<file path="src/rtl/calib_zone_map.svh">
/*
 Constants of the calibration scheduler, zone table, serial ports and codec.
 Assumes a 250 MHz core clock; included by the package and the main module.
*/
`ifndef CALIB_ZONE_MAP_SVH
`define CALIB_ZONE_MAP_SVH
`define CORE_CLK_MHZ 250
`define CAL_INTERVAL_MIN 30
`define CMD_WAIT_MS 100
`define MS_CYCLES (1000 * `CORE_CLK_MHZ)
`define CAL_INTERVAL_MS (`CAL_INTERVAL_MIN * 60 * 1000)
`define CMD_WAIT_CYCLES (`CMD_WAIT_MS * `MS_CYCLES)
`define SER_HALF_CYCLES 4
`define HEAD_FRAME_BITS 8
`define SETUP_FRAME_BITS 32
`define ZONE_COUNT 15
`define LAST_CYL 14'd12554
`define ZONE_START '{14'd0, 14'd1309, 14'd2617, 14'd3915, 14'd4869, \
	14'd5649, 14'd6329, 14'd7469, 14'd8249, 14'd8639, 14'd9419, \
	14'd10009, 14'd10599, 14'd11526, 14'd12163}
// Transfer rate per zone in units of 10 kB/s
`define ZONE_RATE '{12'd3467, 12'd3467, 12'd3467, 12'd3357, 12'd3266, \
	12'd3176, 12'd3025, 12'd2918, 12'd2863, 12'd2753, 12'd2662, \
	12'd2570, 12'd2420, 12'd2314, 12'd2147}
`define CODE_MASK_A 16'h5555
`define CODE_MASK_B 16'hAAAA
`endif

</file>
<file path="src/rtl/calib_zone_pkg.sv">
/*
 Types shared by the calibration and zone control logic.
 Assumes the constant header is on the include path.
*/
`include "calib_zone_map.svh"
package calib_zone_pkg;
	typedef enum {ST_IDLE, ST_CAL, ST_HOST} cal_state_type;
	typedef struct packed {
		logic [3:0] zone;
		logic [11:0] rate;
		logic [7:0] cutoff;
		logic [7:0] boost;
	} zone_setup_type;
	typedef struct packed {
		logic recal;
		logic [13:0] cyl;
		logic [2:0] head;
	} host_cmd_type;
endpackage

</file>
<file path="src/rtl/drive_calibration_zone_control.sv">
/*
 Calibration scheduling, zone lookup, serial setup and head ports, and the
 16/17 codec data path of the drive. Assumes host command, calibration
 engine, disk controller and read channel logic share core_clk; only the
 write fault sense pin arrives asynchronously.
*/
`timescale 1ns/1ps
`default_nettype none
`include "calib_zone_map.svh"
module drive_calibration_zone_control #(
	parameter int MS_CYCLES = `MS_CYCLES,
	parameter int CAL_INTERVAL_MS = `CAL_INTERVAL_MS,
	parameter int CMD_WAIT_CYCLES = `CMD_WAIT_CYCLES,
	parameter int HEADS = 8
) (
	// Clock and reset
	input wire logic core_clk,
	input wire logic rst,
	// Host command path
	input wire logic cmdReq,
	input wire calib_zone_pkg::host_cmd_type cmd,
	input wire logic cmdDone,
	output logic cmdGrant,
	// Calibration engine
	output logic calStart,
	output logic calAbort,
	output logic calBusy,
	input wire logic calDone,
	// Zone state
	output calib_zone_pkg::zone_setup_type zoneSetup,
	// Serial ports to head preamplifier and read channel
	output logic serClk,
	output logic serData,
	output logic headSerialEnable,
	output logic setupSerialEnable,
	// Write fault
	input wire logic writeFaultSense,
	output logic writeFault,
	// Write data from disk controller, code groups to read channel
	input wire logic wrValid,
	input wire logic [15:0] wrData,
	output logic wrReady,
	output logic codeValid,
	output logic [16:0] codeData,
	input wire logic codeReady,
	// Read code groups from read channel, words to disk controller
	input wire logic rdCodeValid,
	input wire logic [16:0] rdCode,
	output logic rdCodeReady,
	output logic rdValid,
	output logic [15:0] rdData,
	input wire logic rdReady
);
	localparam logic [13:0] ZSTART [`ZONE_COUNT] = `ZONE_START;
	localparam logic [11:0] ZRATE [`ZONE_COUNT] = `ZONE_RATE;
	localparam int HBITS = $clog2(HEADS);

	calib_zone_pkg::cal_state_type state_q;
	logic schedKind_q;
	logic resume_q;
	logic calPending_q;
	logic [31:0] msCnt_q;
	logic [31:0] slotCnt_q;
	logic slotTick;
	logic [31:0] waitCnt_q;
	logic waitLimit;
	logic [13:0] geBound;
	logic [3:0] zoneCalc;
	logic setupPend_q;
	logic headPend_q;
	logic [2:0] head_q;
	logic [31:0] shift_q;
	logic [5:0] bitsLeft_q;
	logic [2:0] halfCnt_q;
	logic faultMeta_q;
	logic accept;
	logic preempt;
	logic idleSer;
	logic shiftLoadHead;
	logic shiftLoadSetup;

	function automatic logic [16:0] encode(input logic [15:0] d);
		logic [15:0] a;
		logic [15:0] b;
		a = d ^ `CODE_MASK_A;
		b = d ^ `CODE_MASK_B;
		// Flag bit in the middle breaks long runs; pick the denser image
		if ($countones(a) >= $countones(b))
			encode = {a[15:8], 1'b1, a[7:0]};
		else
			encode = {b[15:8], 1'b0, b[7:0]};
	endfunction

	function automatic logic [15:0] decode(input logic [16:0] c);
		logic [15:0] v;
		v = {c[16:9], c[7:0]};
		decode = c[8] ? (v ^ `CODE_MASK_A) : (v ^ `CODE_MASK_B);
	endfunction

	// Elapsed time since power-on; never restarted by calibrations
	always_ff @(posedge core_clk)
	begin
		if (rst)
		begin
			msCnt_q <= 32'd0;
			slotCnt_q <= 32'd0;
		end
		else if (msCnt_q == 32'(MS_CYCLES - 1))
		begin
			msCnt_q <= 32'd0;
			slotCnt_q <= slotTick ? 32'd0 : slotCnt_q + 32'd1;
		end
		else
			msCnt_q <= msCnt_q + 32'd1;
	end
	assign slotTick = (msCnt_q == 32'(MS_CYCLES - 1)) &&
		(slotCnt_q == 32'(CAL_INTERVAL_MS - 1));

	// Host wait watchdog while a request is held off
	always_ff @(posedge core_clk)
	begin
		if (rst || !cmdReq || cmdGrant)
			waitCnt_q <= 32'd0;
		else
			waitCnt_q <= waitCnt_q + 32'd1;
	end
	assign waitLimit = (waitCnt_q >= 32'(CMD_WAIT_CYCLES - 2));

	assign accept = cmdReq && !cmdGrant;
	assign preempt = accept && !cmd.recal &&
		(schedKind_q || waitLimit);

	always_ff @(posedge core_clk)
	begin
		if (rst)
		begin
			state_q <= calib_zone_pkg::ST_IDLE;
			schedKind_q <= 1'b0;
			resume_q <= 1'b0;
			cmdGrant <= 1'b0;
			calStart <= 1'b0;
			calAbort <= 1'b0;
			calBusy <= 1'b0;
		end
		else
		begin
			cmdGrant <= 1'b0;
			calStart <= 1'b0;
			calAbort <= 1'b0;
			case (state_q)
			calib_zone_pkg::ST_IDLE:
				if (accept)
				begin
					cmdGrant <= 1'b1;
					if (cmd.recal)
					begin
						calStart <= 1'b1;
						calBusy <= 1'b1;
						schedKind_q <= 1'b0;
						state_q <= calib_zone_pkg::ST_CAL;
					end
					else
						state_q <= calib_zone_pkg::ST_HOST;
				end
				else if (calPending_q)
				begin
					calStart <= 1'b1;
					calBusy <= 1'b1;
					schedKind_q <= 1'b1;
					state_q <= calib_zone_pkg::ST_CAL;
				end
			calib_zone_pkg::ST_CAL:
				if (calDone)
				begin
					calBusy <= 1'b0;
					state_q <= calib_zone_pkg::ST_IDLE;
				end
				else if (accept && cmd.recal)
				begin
					// Restart for the command at once; only the host wait limit can pre-empt it now
					cmdGrant <= 1'b1;
					calStart <= 1'b1;
					calBusy <= 1'b1;
					schedKind_q <= 1'b0;
				end
				else if (preempt)
				begin
					calAbort <= 1'b1;
					calBusy <= 1'b0;
					cmdGrant <= 1'b1;
					resume_q <= schedKind_q;
					state_q <= calib_zone_pkg::ST_HOST;
				end
			calib_zone_pkg::ST_HOST:
				if (cmdDone)
				begin
					if (resume_q || calPending_q)
					begin
						calStart <= 1'b1;
						calBusy <= 1'b1;
						schedKind_q <= 1'b1;
						resume_q <= 1'b0;
						state_q <= calib_zone_pkg::ST_CAL;
					end
					else
						state_q <= calib_zone_pkg::ST_IDLE;
				end
			default:
				state_q <= calib_zone_pkg::ST_IDLE;
			endcase
		end
	end

	// Pending slot: power-on starts set, a new slot wins over the clear
	always_ff @(posedge core_clk)
	begin
		if (rst)
			calPending_q <= 1'b1;
		else if (slotTick)
			calPending_q <= 1'b1;
		else if (calStart && (state_q != calib_zone_pkg::ST_IDLE || !accept))
			calPending_q <= 1'b0;
	end

	// Zone lookup from the cylinder of the granted command
	genvar gi;
	generate
		for (gi = 1; gi < `ZONE_COUNT; gi++)
		begin : g_bound
			assign geBound[gi-1] = (cmd.cyl >= ZSTART[gi]);
		end
	endgenerate
	always_comb
	begin
		zoneCalc = 4'h0;
		for (int i = 0; i < `ZONE_COUNT - 1; i++)
			zoneCalc = zoneCalc + 4'(geBound[i]);
	end

	always_ff @(posedge core_clk)
	begin
		if (rst)
		begin
			zoneSetup <= '{4'h0, ZRATE[0], ZRATE[0][11:4], 8'h00};
			head_q <= 3'h0;
			setupPend_q <= 1'b1;
			headPend_q <= 1'b1;
		end
		else
		begin
			// Clear first, so that a change in the same cycle still gets sent
			if (shiftLoadSetup)
				setupPend_q <= 1'b0;
			if (shiftLoadHead)
				headPend_q <= 1'b0;
			if (accept && cmdGrant == 1'b0 && !cmd.recal &&
				(state_q == calib_zone_pkg::ST_IDLE || preempt))
			begin
				if (zoneCalc != zoneSetup.zone)
				begin
					zoneSetup.zone <= zoneCalc;
					zoneSetup.rate <= ZRATE[zoneCalc];
					zoneSetup.cutoff <= ZRATE[zoneCalc][11:4];
					zoneSetup.boost <= {zoneCalc, 4'h0};
					setupPend_q <= 1'b1;
				end
				if (HBITS'(cmd.head) != HBITS'(head_q))
				begin
					head_q <= 3'(HBITS'(cmd.head));
					headPend_q <= 1'b1;
				end
			end
		end
	end

	// Shared serial shifter: head frame first, then rate/filter setup
	assign idleSer = !headSerialEnable && !setupSerialEnable;
	assign shiftLoadHead = idleSer && headPend_q;
	assign shiftLoadSetup = idleSer && !headPend_q && setupPend_q;

	always_ff @(posedge core_clk)
	begin
		if (rst)
		begin
			shift_q <= 32'h0;
			bitsLeft_q <= 6'd0;
			halfCnt_q <= 3'd0;
			serClk <= 1'b0;
			serData <= 1'b0;
			headSerialEnable <= 1'b0;
			setupSerialEnable <= 1'b0;
		end
		else if (shiftLoadHead)
		begin
			shift_q <= {5'h00, head_q, 24'h000000};
			bitsLeft_q <= 6'(`HEAD_FRAME_BITS);
			halfCnt_q <= 3'd0;
			headSerialEnable <= 1'b1;
		end
		else if (shiftLoadSetup)
		begin
			shift_q <= zoneSetup;
			bitsLeft_q <= 6'(`SETUP_FRAME_BITS);
			halfCnt_q <= 3'd0;
			setupSerialEnable <= 1'b1;
		end
		else if (!idleSer)
		begin
			if (halfCnt_q == 3'(`SER_HALF_CYCLES - 1))
			begin
				halfCnt_q <= 3'd0;
				if (!serClk)
				begin
					if (bitsLeft_q == 6'd0)
					begin
						headSerialEnable <= 1'b0;
						setupSerialEnable <= 1'b0;
					end
					else
					begin
						serData <= shift_q[31];
						shift_q <= {shift_q[30:0], 1'b0};
						bitsLeft_q <= bitsLeft_q - 6'd1;
						serClk <= 1'b1;
					end
				end
				else
					serClk <= 1'b0;
			end
			else
				halfCnt_q <= halfCnt_q + 3'd1;
		end
	end

	// Write fault pin synchroniser
	always_ff @(posedge core_clk)
	begin
		if (rst)
		begin
			faultMeta_q <= 1'b0;
			writeFault <= 1'b0;
		end
		else
		begin
			faultMeta_q <= writeFaultSense;
			writeFault <= faultMeta_q;
		end
	end

	two_entry_buffer #(.WIDTH(17)) wrBuf (
		.core_clk(core_clk),
		.rst(rst),
		.inValid(wrValid),
		.inData(encode(wrData)),
		.inReady(wrReady),
		.outValid(codeValid),
		.outData(codeData),
		.outReady(codeReady)
	);

	two_entry_buffer #(.WIDTH(16)) rdBuf (
		.core_clk(core_clk),
		.rst(rst),
		.inValid(rdCodeValid),
		.inData(decode(rdCode)),
		.inReady(rdCodeReady),
		.outValid(rdValid),
		.outData(rdData),
		.outReady(rdReady)
	);

	property p_power_on;
		@(posedge core_clk) $fell(rst) |-> ##[0:2] calStart;
	endproperty
	a_power_on: assert property (p_power_on)
		else $error("no calibration after power-on");

	property p_recal;
		@(posedge core_clk) disable iff (rst)
		(state_q == calib_zone_pkg::ST_IDLE && accept && cmd.recal)
		|=> calStart && cmdGrant;
	endproperty
	a_recal: assert property (p_recal)
		else $error("recalibrate did not start calibration");

	property p_slot;
		@(posedge core_clk) disable iff (rst) slotTick |=> calPending_q;
	endproperty
	a_slot: assert property (p_slot)
		else $error("periodic slot lost");

	property p_preempt;
		@(posedge core_clk) disable iff (rst)
		(state_q == calib_zone_pkg::ST_CAL && !calDone && accept &&
		!cmd.recal && schedKind_q)
		|=> calAbort && cmdGrant && state_q == calib_zone_pkg::ST_HOST;
	endproperty
	a_preempt: assert property (p_preempt)
		else $error("host command did not pre-empt calibration");

	property p_resume;
		@(posedge core_clk) disable iff (rst)
		(state_q == calib_zone_pkg::ST_HOST && cmdDone && resume_q)
		|=> calStart ##1 state_q == calib_zone_pkg::ST_CAL;
	endproperty
	a_resume: assert property (p_resume)
		else $error("interrupted calibration not resumed");

	property p_wait;
		@(posedge core_clk) disable iff (rst)
		waitCnt_q <= 32'(CMD_WAIT_CYCLES);
	endproperty
	a_wait: assert property (p_wait)
		else $error("host command held off too long");

	property p_frame;
		@(posedge core_clk) disable iff (rst)
		$rose(headSerialEnable) |-> !serClk [*4];
	endproperty
	a_frame: assert property (p_frame)
		else $error("serial clock ran before enable settled");

	property p_codec;
		@(posedge core_clk) disable iff (rst)
		codeValid |-> $countones({codeData[16:9], codeData[7:0]}) >= 8;
	endproperty
	a_codec: assert property (p_codec)
		else $error("code group carries the sparse image");

	property p_rate;
		@(posedge core_clk) disable iff (rst)
		zoneSetup.rate == ZRATE[zoneSetup.zone];
	endproperty
	a_rate: assert property (p_rate)
		else $error("rate does not match zone");
endmodule
`default_nettype wire

</file>
<file path="src/rtl/two_entry_buffer.sv">
/*
 Two-entry buffer with valid/ready on both sides; all outputs registered.
 Assumes both sides run on core_clk.
*/
`timescale 1ns/1ps
`default_nettype none
module two_entry_buffer #(
	parameter int WIDTH = 16
) (
	// Clock and reset
	input wire logic core_clk,
	input wire logic rst,
	// Fill side
	input wire logic inValid,
	input wire logic [WIDTH-1:0] inData,
	output logic inReady,
	// Drain side
	output logic outValid,
	output logic [WIDTH-1:0] outData,
	input wire logic outReady
);
	logic [WIDTH-1:0] spare_q;
	logic [1:0] count_q;
	logic push;
	logic pop;
	logic [1:0] count_d;

	assign push = inValid && inReady;
	assign pop = outValid && outReady;
	always_comb
	begin
		count_d = count_q;
		if (push && !pop)
			count_d = count_q + 2'd1;
		else if (pop && !push)
			count_d = count_q - 2'd1;
	end

	always_ff @(posedge core_clk)
	begin
		if (rst)
		begin
			count_q <= 2'd0;
			inReady <= 1'b1;
			outValid <= 1'b0;
		end
		else
		begin
			count_q <= count_d;
			inReady <= (count_d != 2'd2);
			outValid <= (count_d != 2'd0);
		end
	end

	// Head entry is the output register; the spare holds a stalled word
	always_ff @(posedge core_clk)
	begin
		if (rst)
		begin
			outData <= '0;
			spare_q <= '0;
		end
		else
		begin
			if (pop)
				outData <= (count_q == 2'd2) ? spare_q : inData;
			else if (push && count_q == 2'd0)
				outData <= inData;
			if (push && (count_q == 2'd2 || (count_q == 2'd1 && !pop)))
				spare_q <= inData;
		end
	end
endmodule
`default_nettype wire

</file>
<file path="config.mk">
export PLATFORM = sky130hd
export DESIGN_NAME = drive_calibration_zone_control
export DESIGN_NICKNAME = d
export VERILOG_FILES = /design/src/rtl/calib_zone_pkg.sv /design/src/rtl/drive_calibration_zone_control.sv /design/src/rtl/two_entry_buffer.sv
export VERILOG_INCLUDE_DIRS = /design/src /design/src/rtl
export SDC_FILE = /design/constraint.sdc
export NUM_CORES = 1
export LEC_CHECK = 0
export BUFFER_PORTS_ARGS = -buffer_cell sky130_fd_sc_hd__buf_2
export CAP_MARGIN = 20
export CORE_AREA = 2 2 177 179
export CTS_CLUSTER_SIZE = 40
export DETAILED_ROUTE_END_ITERATION = 10
export DIE_AREA = 0 0 179 181
export PLACE_DENSITY = 0.62
export SETUP_SLACK_MARGIN = 0.1
export SLEW_MARGIN = 0
export SYNTH_ARGS = -nofsm -noshare
export SYNTH_HDL_FRONTEND = slang
export SYNTH_SLANG_ARGS = --single-unit
</file>
<file path="constraint.sdc">
create_clock -name core_clk -period 16.1 [get_ports core_clk]
set_input_delay 2.415 -clock core_clk [delete_from_list [all_inputs] [get_ports core_clk]]
set_output_delay 2.415 -clock core_clk [all_outputs]
set_load 0.02 [all_outputs]
</file>
* Yosys cells after proc, flatten, opt, wreduce, memory -nomap -nowiden *
Memories as Yosys holds them, arrays and structs flattened.
Index checks and enable logic that the tools add are counted.

word-level totals
  bits in registers = 285
  bits in latches = 0
  RAM bits = 0
  bits in read-only memories = 192
  output and inout port bits = 78
  logic and storage cells = 320
  memories kept = 1

cells by class
  add/subtract/negate cells = 52
  multiply operators = 0
  div/mod/pow operators = 0
  magnitude comparators = 17
  equality and inequality tests = 33
  shift operators = 0
  multiplexer cells = 85
  bitwise gates (word level) = 12
  reductions and logical operators = 81

memory list
  name             words  bits a word  read ports  clocked after Yosys merged registers in  write ports  RTL line                               source
  (no name shown)  16     12           1           0                                        0            drive_calibration_zone_control.sv:263  zoneSetup.cutoff <= ZRATE[zoneCalc][11:4];

operator list
  operator                                                                               count
  32-bit two-way mux                                                                     12
  14-bit greater-or-equal comparator, second input constant                              7
  32-bit by 1-bit adder with 32-bit output, second input constant                        3
  32-bit case mux with 3 select lines                                                    1
  17-bit two-way mux                                                                     4
  32-bit zero test                                                                       2
  16-bit two-way mux                                                                     4
  14-bit by 13-bit greater-or-equal comparator with 1-bit output, second input constant  4
  1-bit two-way mux                                                                      44
  4-bit by 1-bit adder with 4-bit output                                                 10
  1-bit by 1-bit adder with 2-bit output                                                 17
  32-bit by 1-bit == test with 1-bit output, second input constant                       1
  32-bit by 18-bit == test with 1-bit output, second input constant                      1
  32-bit by 2-bit == test with 1-bit output, second input constant                       1
  32-bit by 21-bit == test with 1-bit output, second input constant                      1
  32-bit by 25-bit greater-or-equal comparator with 1-bit output, second input constant  1
  8-bit NOT                                                                              4
  32-bit nonzero test                                                                    1
  6-bit two-way mux                                                                      5
  14-bit by 12-bit greater-or-equal comparator with 1-bit output, second input constant  2
  1-bit logical AND                                                                      27
  27-bit two-way mux                                                                     1
  2-bit by 2-bit adder with 3-bit output                                                 8
  12-bit two-way mux                                                                     2
  42 further kinds                                                                       117

* Longest topological paths before layout *
Gate-level depths: netlist of the first run.

  depth in word-level cells = 18
  gate-level depth with buffers = 21
  mapped depth without buffers = 19

* By module *
From an unflattened synthesis of the first run, not the netlist that was laid out.

second synthesis, totals
  cells, all modules = 1655
  area total of the unflattened synthesis = 13554.2 µm²

by module, submodules not included
  module                          instances  cells an instance  area an instance (µm²)  seq. area each (µm²)
  drive_calibration_zone_control  1          1284               10465.0                 3363.2
  two_entry_buffer at wrBuf       1          199                1577.8                  760.7
  two_entry_buffer at rdBuf       1          172                1511.4                  720.7

* Worst setup path after synthesis of the first run *
No wires, ideal clock.

  path type = input-to-reg
  start point = input port cmd[9] in the netlist's numbering
  end point = register zoneSetup[16] (netlist name)
  arrival time = 7.566 ns
  data required time = 16.030 ns
  slack = 8.464 ns
  stages on the path = 19
  cell sequence = or2_2 -> clkbuf_1 -> nor2_1 -> a21boi_0 -> o21ai_0 -> a2111o_1 -> fa_1 -> fa_1 -> fa_1 -> fa_1 -> ha_1 -> fa_1 -> xnor2_1 -> clkbuf_1 -> inv_1 -> ha_1 -> a21oi_1 -> nor2_1 -> a21oi_1

on the way
  cells in the longest elaborated chain, start to end = 18
  elaborated cells between the ends (all ways) = 33
  classes of those cells = add/sub: 13; order compare: 14; eq/ne: 1; mux: 2; bitwise: 1; reduce/logical: 1; memory: 1

ends and longest elaborated chain
  what                                                                                                                                              RTL line                               source
  start: declaration                                                                                                                                drive_calibration_zone_control.sv:21   input wire calib_zone_pkg::host_cmd_type cmd,
  14-bit by 11-bit greater-or-equal comparator with 1-bit output or 14-bit by 12-bit greater-or-equal comparator with 1-bit output (tied branches)  drive_calibration_zone_control.sv:230  assign geBound[gi-1] = (cmd.cyl >= ZSTART[gi]);
  1-bit by 1-bit adder with 2-bit output                                                                                                            drive_calibration_zone_control.sv:237  zoneCalc = zoneCalc + 4'(geBound[i]);
  2-bit by 1-bit adder with 3-bit output                                                                                                            drive_calibration_zone_control.sv:237
  3-bit by 1-bit adder with 4-bit output                                                                                                            drive_calibration_zone_control.sv:237
  4-bit by 1-bit adder with 4-bit output (9 in series)                                                                                              drive_calibration_zone_control.sv:237
  4-bit by 1-bit adder with 4-bit output *                                                                                                          drive_calibration_zone_control.sv:237
  via zoneCalc[2]                                                                                                                                   drive_calibration_zone_control.sv:68   logic [3:0] zoneCalc;
  4-bit NOT with 5-bit output (implied by the code)                                                                                                 drive_calibration_zone_control.sv:262  zoneSetup.rate <= ZRATE[zoneCalc];
  memory read 16 x 12 bit                                                                                                                           n/a
  12-bit two-way mux (2 in series)                                                                                                                  n/a

Mark *: on every way through the listed nets, which the timed path passes. The rest lies on a longest branch. The select of a mux whose other input is x is not followed.
A chain may end at the register's enable or synchronous reset.

* Worst setup path in the final report of the first run *
  start point = input port cmd[9] in the netlist's numbering
  end point = register zoneSetup[20] (netlist name)

on the way
  cells in the longest elaborated chain, start to end = 18
  elaborated cells between the ends (all ways) = 33
  classes of those cells = add/sub: 13; order compare: 14; eq/ne: 1; mux: 2; bitwise: 1; reduce/logical: 1; memory: 1

ends and longest elaborated chain
  what                                                                                                                                              RTL line
  14-bit by 11-bit greater-or-equal comparator with 1-bit output or 14-bit by 12-bit greater-or-equal comparator with 1-bit output (tied branches)  drive_calibration_zone_control.sv:230
  1-bit by 1-bit adder with 2-bit output                                                                                                            drive_calibration_zone_control.sv:237
  2-bit by 1-bit adder with 3-bit output                                                                                                            drive_calibration_zone_control.sv:237
  3-bit by 1-bit adder with 4-bit output                                                                                                            drive_calibration_zone_control.sv:237
  4-bit by 1-bit adder with 4-bit output (9 in series)                                                                                              drive_calibration_zone_control.sv:237
  4-bit by 1-bit adder with 4-bit output *                                                                                                          drive_calibration_zone_control.sv:237
  4-bit NOT with 5-bit output (implied by the code)                                                                                                 drive_calibration_zone_control.sv:262
  memory read 16 x 12 bit                                                                                                                           n/a
  12-bit two-way mux (2 in series)                                                                                                                  n/a

Every way passes the cells marked *; elsewhere a longest branch is shown, timed or not. The select of a mux whose other input is x is not followed.

==> impl_metrics.tcl, run 1 <==
set metrics [dict create \
    antenna_found_initial 0 \
    crit_family "adder cells" \
    die_area_um2 32400 \
    drcViolationCount 0 \
    synth_top_area_cell "dfxtp_1" \
    yosysUniqueCellTypes 69 \
    critPathLaunch "cmd[9]" \
    endpoint_kind "register" \
    viasPerCell 5.29 \
    area_growth_pct 13.6 \
    cts_tree "yes" \
    status "completed" \
    critPathSlowestCell "a32oi_2" \
    drt-initial-drc-count 569 \
    wl_um 29200 \
    nFillCells 2966 \
    most-common-layout-cells "dfxtp_1 (242), nor2_1 (208), nand2_1 (158)" \
    hold_path_class "register to register" \
    yosys.area.top_type_share_pct 37.6 \
    antenna_left 0 \
    tightest_slew_ns 1.18 \
    finalSetupViolations 0 \
    numCtsBuffers 27 \
    slew_violations 0 \
    worstSetupPathType "input port to register" \
    cp-start-kind "input port" \
    grt_pass1_wl_um 48700 \
    cts_buffer_depth 3 \
    ir_worst_vdd_v 0.000177 \
    coreArea_um2 30300 \
    start_util_pct 42.5 \
    syn_inst 1543 \
    ctsHtreeMaxLevel 1 \
    vias 10800 \
    skew_ns 0.0132 \
    grtUsageTotal_pct 17.7 \
    drive_gt1_share_pct 12.8 \
    seq_area_frac_synth_pct 37.6 \
    synthFlopType "dfxtp_1" \
    synthArstFlopShare_pct 0 \
    timing.fmax_mhz 120 \
    hold_end "halfCnt_q[2]$_SDFFE_PP0N_" \
    place_congestion 0.836 \
    synth_warnings 0 \
    drt-pass1-iter-count 5 \
    rsz0062_at_grt "no" \
    path_clk_slew_ns 0.06 \
    min_from "halfCnt_q[2]$_SDFFE_PP0N_" \
    fin_tns_setup_ns 0 \
    crit_chain "buf_2, or2_2, nor2_1, a21boi_0, o21ai_0, a2111o_1, fa_1, fa_1, fa_1, fa_1, ha_1, fa_1, xnor2_1, xnor2_1, nor3_1, a32oi_2, nor2_1, a311oi_1" \
    power_mw 2.55 \
    p_leak_nw 5.80 \
    power.density_nw_per_um2 174 \
    min_period_ns 8.34 \
    period_share_pct 51.8 \
    port_buffers 132 \
    die_w_um 179 \
    cp.buffers_inverters 1 \
    postCtsHoldBufs 0 \
    grt-ovfl-total 0 \
    r2r_end "zoneSetup[20]$_SDFFE_PP0P_" \
    grt_max_degree 48 \
    final_common_cell "dfxtp_1" \
    slowest_delay_ns 0.91 \
    finalNonFillerCells 2037 \
    synth_edf_count 0 \
    fin_util_pct 48.2 \
    relSlewSlack_pct 21.5 \
    r2r-start "waitCnt_q[28]$_SDFF_PP0_" \
    dp_slack_ns 7.18 \
    cp_max_fo 25 \
    required_ns 16.54 \
    num-nets-final 1755 \
    cts.sink_count 242 \
    syn-cell-area_um2 12900 \
    num_io_pins 139 \
    root_buffer "clkbuf_16" \
    rows 64 \
    ys_ff_latch 242 \
    cp.arrival_ns 8.77 \
    grt_pass1_vias 10100 \
    setup_ws_ns 7.76 \
    dp_hpwl_um 20400 \
    cts_setup_buffers 0 \
    hold_viol 0 \
    wl_per_cell_um 14.3 \
    avgSynthCellArea_um2 8.35 \
    insertion_delay_ns 0.53 \
    reg2reg_slack_ns 13.30 \
    postCtsResizedCells 0 \
    max-cap-violations 0 \
    diodes 0 \
    ff2ff_path_depth 6 \
    die_y_um 181 \
    synth_area_leaders "dfxtp_1 (38%), nor2_1 (6.1%), xor2_1 (4.8%)" \
    cp_common_cell "fa_1" \
    place_inst 1985 \
    holdPathStages 2 \
]
## worst register-to-register path: stages, from the launching register on
cell and delay, ns:
dfxtp_1 0.35, nor4_2 0.35, nand4_1 0.16, a2111o_1 0.49, a32oi_2 0.99, nor2_1 0.09
a311oi_1 0.28
## cell type report
type / instances / area (µm²) / share of cell area [%]
multi-input combinational: 1129 / 7320 / 50.0
clock buffer: 41 / 828 / 5.66
clock inverter: 8 / 68.8 / 0.470
tap: 396 / 495 / 3.38
sequential: 242 / 4840 / 33.1
timing repair buffer: 144 / 793 / 5.42
inverter: 77 / 289 / 1.97
## synth_stat cells, types with 4 or more instances
cell type and instances:
buf_1 5, nand2b_1 17, xnor2_1 61, clkbuf_1 65, xor2_1 71, a22oi_1 12, and2_1 6, nand2_1 158
o21a_1 4, o21ai_0 36, o211ai_1 13, or3_1 12, or2_2 7, nor4_1 11, nor3_1 26, and3_1 20
buf_2 9, nand3_1 78, nor2b_1 10, and4_1 16, a21oi_1 64, dfxtp_1 242, a311oi_1 20, nand4_1 42
fa_1 29, nor2_1 209, ha_1 44, or4_1 5, a21o_1 7, nor3b_1 4, a31oi_1 30, inv_1 76
o22ai_1 8, buf_4 19, mux2i_1 24, a211oi_1 34
## state kept, by name, summed over array words and instances, names as in the netlist, 2 cells and up
| signal | cells |
|---|---|
| msCnt_q | 32 |
| slotCnt_q | 32 |
| waitCnt_q | 32 |
| shift_q | 28 |
| wrBuf.outData | 17 |
| wrBuf.spare_q | 17 |
| rdBuf.outData | 16 |
| rdBuf.spare_q | 16 |
| zoneSetup | 15 |
| bitsLeft_q | 6 |
| halfCnt_q | 3 |
| head_q | 3 |
| rdBuf.count_q | 2 |
| state_q | 2 |
| wrBuf.count_q | 2 |
## power breakdown
part           internal (mW)  switching (mW)  leakage [nW]  total, mW
registers              0.705          0.0798          1.97      0.785
clock network          0.369           0.244         0.451      0.613
logic                  0.447           0.707          3.38       1.15
total                   1.52            1.03          5.80       2.55
## logic make-up after synthesis
| group | after synthesis | synth area share, % |
|---|---|---|
| AND/OR/NAND/NOR | 634 | 23.4 |
| AO/OA/AOI/OAI | 258 | 13.3 |
| flip-flops | 242 | 37.6 |
| buffers and inverters | 176 | 5.83 |
| XOR/XNOR | 132 | 8.97 |
| adder cells (fa/ha/maj) | 73 | 8.78 |
| multiplexers | 26 | 2.13 |
| other | 2 | 0.0583 |
## how the worst max path moves through the flow
stage / to / slack [ns] / cells after the start
after floorplan: zoneSetup[16]$_SDFFE_PP1P_ / 8.46 / 19
after global placement: zoneSetup[5]$_SDFFE_PP0P_ / 7.36 / 18
after detailed placement: zoneSetup[20]$_SDFFE_PP0P_ / 7.18 / 18
after CTS: zoneSetup[20]$_SDFFE_PP0P_ / 7.75 / 18
after global routing: zoneSetup[20]$_SDFFE_PP0P_ / 7.24 / 18
final: zoneSetup[20]$_SDFFE_PP0P_ / 7.76 / 18
## routing by layer
layer / vias up / share of wire [%] / global-route usage [%] / wire length (µm)
li1: 5480 / - / - / -
met1: 5054 / 47 / 24.3 / 13900
met2: 206 / 46 / 29.4 / 13500
met3: 36 / 4.4 / 2.74 / 1290
met4: 0 / 1.8 / 3.93 / 527
met5: - / 0 / 0 / 0
## per-stage QoR
step / hold slack (ns) / cell area, µm²
2_1_floorplan: 0.410 / 12900
3_3_place_gp: 0.420 / 13700
3_5_place_dp: 0.423 / 13700
4_1_cts: 0.432 / 14600
5_1_grt: 0.456 / 14600
6_report: 0.431 / 14600
No activity file was read; power rests on OpenSTA's default activity.
==> inputs of run 2 (changes only) <==
==> constraint.sdc (replaced) <==
create_clock -name core_clk -period 7.89 [get_ports core_clk]
set_input_delay 1.1835 -clock core_clk [delete_from_list [all_inputs] [get_ports core_clk]]
set_output_delay 1.1835 -clock core_clk [all_outputs]
set_load 0.02 [all_outputs]
==> impl_metrics.tcl, run 2 (synthesis gave the netlist of run 1 again) <==
set metrics [dict create \
    status "completed" \
    postCtsHoldBufs 0 \
    insertion_delay_ns 0.55 \
    cts_tree "yes" \
    path_depth 20 \
    grtUsageMet1_pct 24.7 \
    antenna_found_initial 0 \
    ff2ff_path_depth 7 \
    max-cap-violations 0 \
    dp_hpwl_um 20400 \
    endpoint_kind "register" \
    num_io_pins 139 \
    cp-start-kind "input port" \
    timing.hold.ws_ns 0.430 \
    tightest_slew_ns 1.08 \
    diodes 0 \
    min_period_ns 6.48 \
    cp_common_cell "fa_1" \
    start_util_pct 42.5 \
    dp_slack_ns 0.860 \
    grt_pass1_wl_um 49100 \
    port_buffers 132 \
    use_met2_pct 28.8 \
    slowest_delay_ns 0.55 \
    setup_ws_ns 1.41 \
    die_y_um 181 \
    holdPathStages 2 \
    cp_max_fo 14 \
    drt-initial-drc-count 560 \
    crit_chain "buf_2, or2_2, nor2_1, a21boi_0, o21ai_0, a2111o_1, fa_1, fa_1, fa_1, fa_1, ha_1, fa_1, xnor2_1, buf_4, xnor2_1, nor3_1, a32oi_2, buf_4, nand2_1, a21o_1" \
    num-nets-final 1758 \
    rsz0062_at_grt "no" \
    slew_violations 0 \
    most-common-layout-cells "dfxtp_1 (242), nor2_1 (208), nand2_1 (158)" \
    critPathLaunch "cmd[9]" \
    hold_path_class "register to register" \
    final_area_um2 14700 \
    numCtsBuffers 28 \
    viasPerCell 5.25 \
    antenna_left 0 \
    cp.arrival_ns 6.92 \
    required_ns 8.32 \
    postCtsResizedCells 0 \
    hold_viol 0 \
    area_growth_pct 13.9 \
    reg2reg_slack_ns 5.15 \
    cts_setup_buffers 0 \
    grtUsageTotal_pct 17.8 \
    drcViolationCount 0 \
    p_leak_nw 5.82 \
    busiest_layer "met2" \
    rows 64 \
    drive_gt1_share_pct 12.8 \
    period_share_pct 82.2 \
    dpl_cell_area_um2 13700 \
    grt_max_degree 61 \
    cp.buffers_inverters 3 \
    r2r-start "msCnt_q[0]$_SDFF_PP0_" \
    fin_tns_setup_ns 0 \
    ctsHtreeMaxLevel 1 \
    cts_buffer_depth 3 \
    root_buffer "clkbuf_16" \
    power.density_nw_per_um2 362 \
    grt_pass1_vias 10200 \
    final_common_cell "dfxtp_1" \
    wl_um 29100 \
    power_mw 5.32 \
    vias 10700 \
    drt-pass1-iter-count 4 \
    cts.sink_count 242 \
    wl_per_cell_um 14.3 \
    die_w_um 179 \
    grt-ovfl-total 0 \
    ir_worst_vdd_v 0.000300 \
    path_clk_slew_ns 0.06 \
    worstSetupPathType "input port to register" \
    skew_ns 0.0185 \
    crit_family "adder cells" \
    critPathSlowestCell "a32oi_2" \
    min_from "halfCnt_q[2]$_SDFFE_PP0N_" \
    relSlewSlack_pct 28.2 \
    place_congestion 0.836 \
    die_area_um2 32400 \
    coreArea_um2 30300 \
    finalSetupViolations 0 \
    timing.fmax_mhz 154 \
    met3_usage_pct 2.97 \
    largest_registers "msCnt_q (32), slotCnt_q (32), waitCnt_q (32)" \
]
[run 2: cell types whose count changed in the layout (fill, tap and decap cells not counted), sizes merged]
cell	change
clkbuf	-4
bufinv	+3
clkinv	+2
buf	+3
[run 2: layout make-up]
class	count	area, µm²
Inverter	77	289
Tap cell	396	495
Sequential cell	242	4840
Fill cell	2951	15700
Clock inverter	13	180
Timing Repair Buffer	146	783
Clock buffer	38	768
Multi-Input combinational cell	1129	7320
[run 2: power breakdown]
part / internal [mW] / total, mW / switching (mW)
combinational: 0.940 / 2.39 / 1.45
sequential: 1.44 / 1.60 / 0.161
clock: 0.813 / 1.33 / 0.514
[run 2: worst paths after layout]
path                           endpoint
min           halfCnt_q[2]$_SDFFE_PP0N_
max reg2reg  slotCnt_q[22]$_SDFFE_PP0P_
max          zoneSetup[17]$_SDFFE_PP1P_
min reg2reg   halfCnt_q[2]$_SDFFE_PP0N_
[run 2: through the flow]
stage | std cells | utilization, %
floorplan | 1547 | -
global placement | 1988 | 45.1
detailed placement | 1988 | 45.1
CTS | 2039 | 48.3
global route | 2041 | 48.4
finish | 2041 | 48.4
[run 2: worst register-to-register path: stages, from the launching register on]
cell	delay [ns]
dfxtp_1	0.37
ha_1	0.25
nand3_1	0.19
or4_1	0.56
nor4_2	0.78
nand4_1	0.23
xor2_1	0.18
nor2_1	0.05
[run 2: metal layers]
metal	share of wire [%]	vias up	wire length (µm)
li1	-	5485	-
met1	48	5027	14100
met2	46	183	13300
met3	4.5	30	1300
met4	1.5	0	424
met5	0	-	0
==> inputs of run 3 (changes only) <==
--- a/config.mk
+++ b/config.mk
@@ -6,12 +6,13 @@
 export SDC_FILE = /design/constraint.sdc
 export NUM_CORES = 1
 export LEC_CHECK = 0
+export ABC_AREA = 1
 export BUFFER_PORTS_ARGS = -buffer_cell sky130_fd_sc_hd__buf_2
 export CAP_MARGIN = 20
-export CORE_AREA = 2 2 177 179
+export CORE_AREA = 2 2 186 188
 export CTS_CLUSTER_SIZE = 40
 export DETAILED_ROUTE_END_ITERATION = 10
-export DIE_AREA = 0 0 179 181
+export DIE_AREA = 0 0 188 190
 export PLACE_DENSITY = 0.62
 export SETUP_SLACK_MARGIN = 0.1
 export SLEW_MARGIN = 0
==> constraint.sdc (replaced) <==
create_clock -name core_clk -period 6.56 [get_ports core_clk]
set_input_delay 0.984 -clock core_clk [delete_from_list [all_inputs] [get_ports core_clk]]
set_output_delay 0.984 -clock core_clk [all_outputs]
set_load 0.02 [all_outputs]
==> impl_metrics.tcl, run 3 <==
set metrics [dict create \
    area_growth_pct 13.4 \
    synth.most_common_cell "nand2_1" \
    die_y_um 190 \
    cp-start-kind "input port" \
    slew_violations 0 \
    synthFlopType "dfxtp_1" \
    cts_buffer_depth 3 \
    rows 68 \
    postCtsResizedCells 0 \
    status "completed" \
    coreArea_um2 33900 \
    ir_worst_vdd_v 0.000531 \
    power.density_nw_per_um2 419 \
    numCtsBuffers 29 \
    grt_pass1_wl_um 59600 \
    antenna_left 0 \
    power_mw 6.81 \
    diodes 0 \
    seq_area_frac_synth_pct 33.8 \
    synth_top_area_cell "dfxtp_1" \
    required_ns 7.01 \
    timing.hold.ws_ns 0.434 \
    synth_edf_count 0 \
    grt_max_degree 77 \
    drive_gt1_share_pct 12.1 \
    max-cap-violations 0 \
    drcViolationCount 0 \
    timing.fmax_mhz 180 \
    yosys.area.top_type_share_pct 33.8 \
    drt-pass1-iter-count 5 \
    viasPerCell 5.08 \
    die_w_um 188 \
    cts_setup_buffers 0 \
    yosysUniqueCellTypes 59 \
    cts_tree "yes" \
    hold_path_class "register to register" \
    cts.sink_count 242 \
    rsz0062_at_grt "no" \
    synthArstFlopShare_pct 0 \
    synth_area_leaders "dfxtp_1 (34%), nand2_1 (11%), inv_1 (7.5%)" \
    dp_slack_ns 0.450 \
    final_common_cell "nand2_1" \
    vias 13400 \
    min_period_ns 5.57 \
    num-nets-final 2287 \
    hold_viol 0 \
    fin_tns_setup_ns 0 \
    syn-cell-area_um2 14300 \
    place_congestion 0.913 \
    root_buffer "clkbuf_16" \
    p_leak_nw 6.98 \
    setup_ws_ns 0.989 \
    ys_ff_latch 242 \
    worstSetupPathType "input port to register" \
    relSlewSlack_pct 33.5 \
    grtUsageTotal_pct 19.7 \
    wl_um 35600 \
    antenna_found_initial 0 \
    grt_pass1_vias 12600 \
    largest_registers "msCnt_q (32), slotCnt_q (32), waitCnt_q (32)" \
    synth_commonest_cells "nand2_1 (417), inv_1 (287), dfxtp_1 (242)" \
    cp.arrival_ns 6.02 \
    ctsHtreeMaxLevel 1 \
    dp_hpwl_um 26200 \
    num_io_pins 139 \
    wl_per_cell_um 13.5 \
    synth_warnings 0 \
    postCtsHoldBufs 0 \
    most-common-layout-cells "nand2_1 (417), inv_1 (286), dfxtp_1 (242)" \
    die_area_um2 35700 \
    port_buffers 132 \
    tightest_slew_ns 0.996 \
    skew_ns 0.0101 \
    grt-ovfl-total 0 \
    insertion_delay_ns 0.55 \
    cp_max_fo 8 \
    syn_inst 2056 \
    fin_util_pct 47.9 \
    start_util_pct 42.2 \
    finalSetupViolations 0 \
    period_share_pct 84.9 \
    avgSynthCellArea_um2 6.97 \
    drt-initial-drc-count 805 \
    path_clk_slew_ns 0.06 \
    endpoint_kind "register" \
]
==> run 3: cell count changes after synthesis, sizes merged, moves of 31 or more <==
cell	delta
clkbuf	-31
a21oi	+99
nand3	+52
o21ai	+81
inv	+218
nand2	+272
xnor2	-40
nor3	+39
xor2	-39
a211oi	-32
==> run 3: cell type report <==
type	instances	area, µm²
fillers	3473	17700
multi-input cells	1443	7880
flip-flops and latches	242	4840
inverters	296	1110
clock buffers	37	836
repair buffers	141	736
well taps	455	569
clock inverters	16	269
==> run 3: path summary, 6_finish.rpt <==
kind / start / to / slack, ns / cells after the start
setup / recovery: cmd[3] / zoneSetup[18]$_SDFFE_PP0P_ / 0.99 / 20
hold reg to reg: faultMeta_q$_SDFF_PP0_ / writeFault$_SDFF_PP0_ / 0.43 / 2
hold / removal: faultMeta_q$_SDFF_PP0_ / writeFault$_SDFF_PP0_ / 0.43 / 2
setup reg to reg: msCnt_q[20]$_SDFF_PP0_ / slotCnt_q[1]$_SDFFE_PP0P_ / 3.15 / 10
==> run 3: cells by family after synthesis <==
| kind of cell | count (synthesis) | synth area share (%) |
|---|---|---|
| AND/OR/NAND/NOR | 949 | 29.5 |
| AO/OA/AOI/OAI | 362 | 14.2 |
| adder cells (fa/ha/maj) | 73 | 7.89 |
| buffers and inverters | 375 | 11.3 |
| XOR/XNOR | 53 | 3.24 |
| other | 2 | 0.0524 |
| flip-flops | 242 | 33.8 |
==> run 3: layer usage <==
| metal | track usage (%) | part of all wire [%] | vias to the layer above |
|---|---|---|---|
| met3 | 2.77 | 4.4 | 59 |
| met2 | 33.7 | 47 | 304 |
| met1 | 25.9 | 46 | 6114 |
| met5 | 0 | 0 | - |
| li1 | - | - | 6882 |
| met4 | 5.42 | 2.2 | 0 |
==> run 3: where the power goes <==
part	leakage, nW	switching, mW	internal (mW)	total, mW
combinational	4.46	2.03	1.06	3.09
sequential	1.97	0.171	1.72	1.89
clock	0.552	0.657	1.17	1.83
total	6.98	2.85	3.95	6.81
==> run 3: metrics by stage <==
| stage | instances | instance area [µm²] |
|---|---|---|
| after floorplan | 2060 | 14300 |
| after global placement | 2576 | 15100 |
| after detailed placement | 2576 | 15100 |
| after CTS | 2629 | 16200 |
| after global routing | 2630 | 16200 |
| final | 2630 | 16200 |
==> run 3: critical path, stage by stage <==
cell and delay, ns:
buf_2 0.10, or2_2 0.33, o211ai_1 0.25, nand2_1 0.11, o211ai_1 0.17, nand3_1 0.12, fa_1 0.50, fa_1 0.51
fa_1 0.53, fa_1 0.50, ha_1 0.24, fa_1 0.67, inv_1 0.17, ha_1 0.25, nand3_1 0.10, o21ai_0 0.09
a31oi_1 0.17, nand3_1 0.09, nand2_1 0.07, nor2_1 0.05
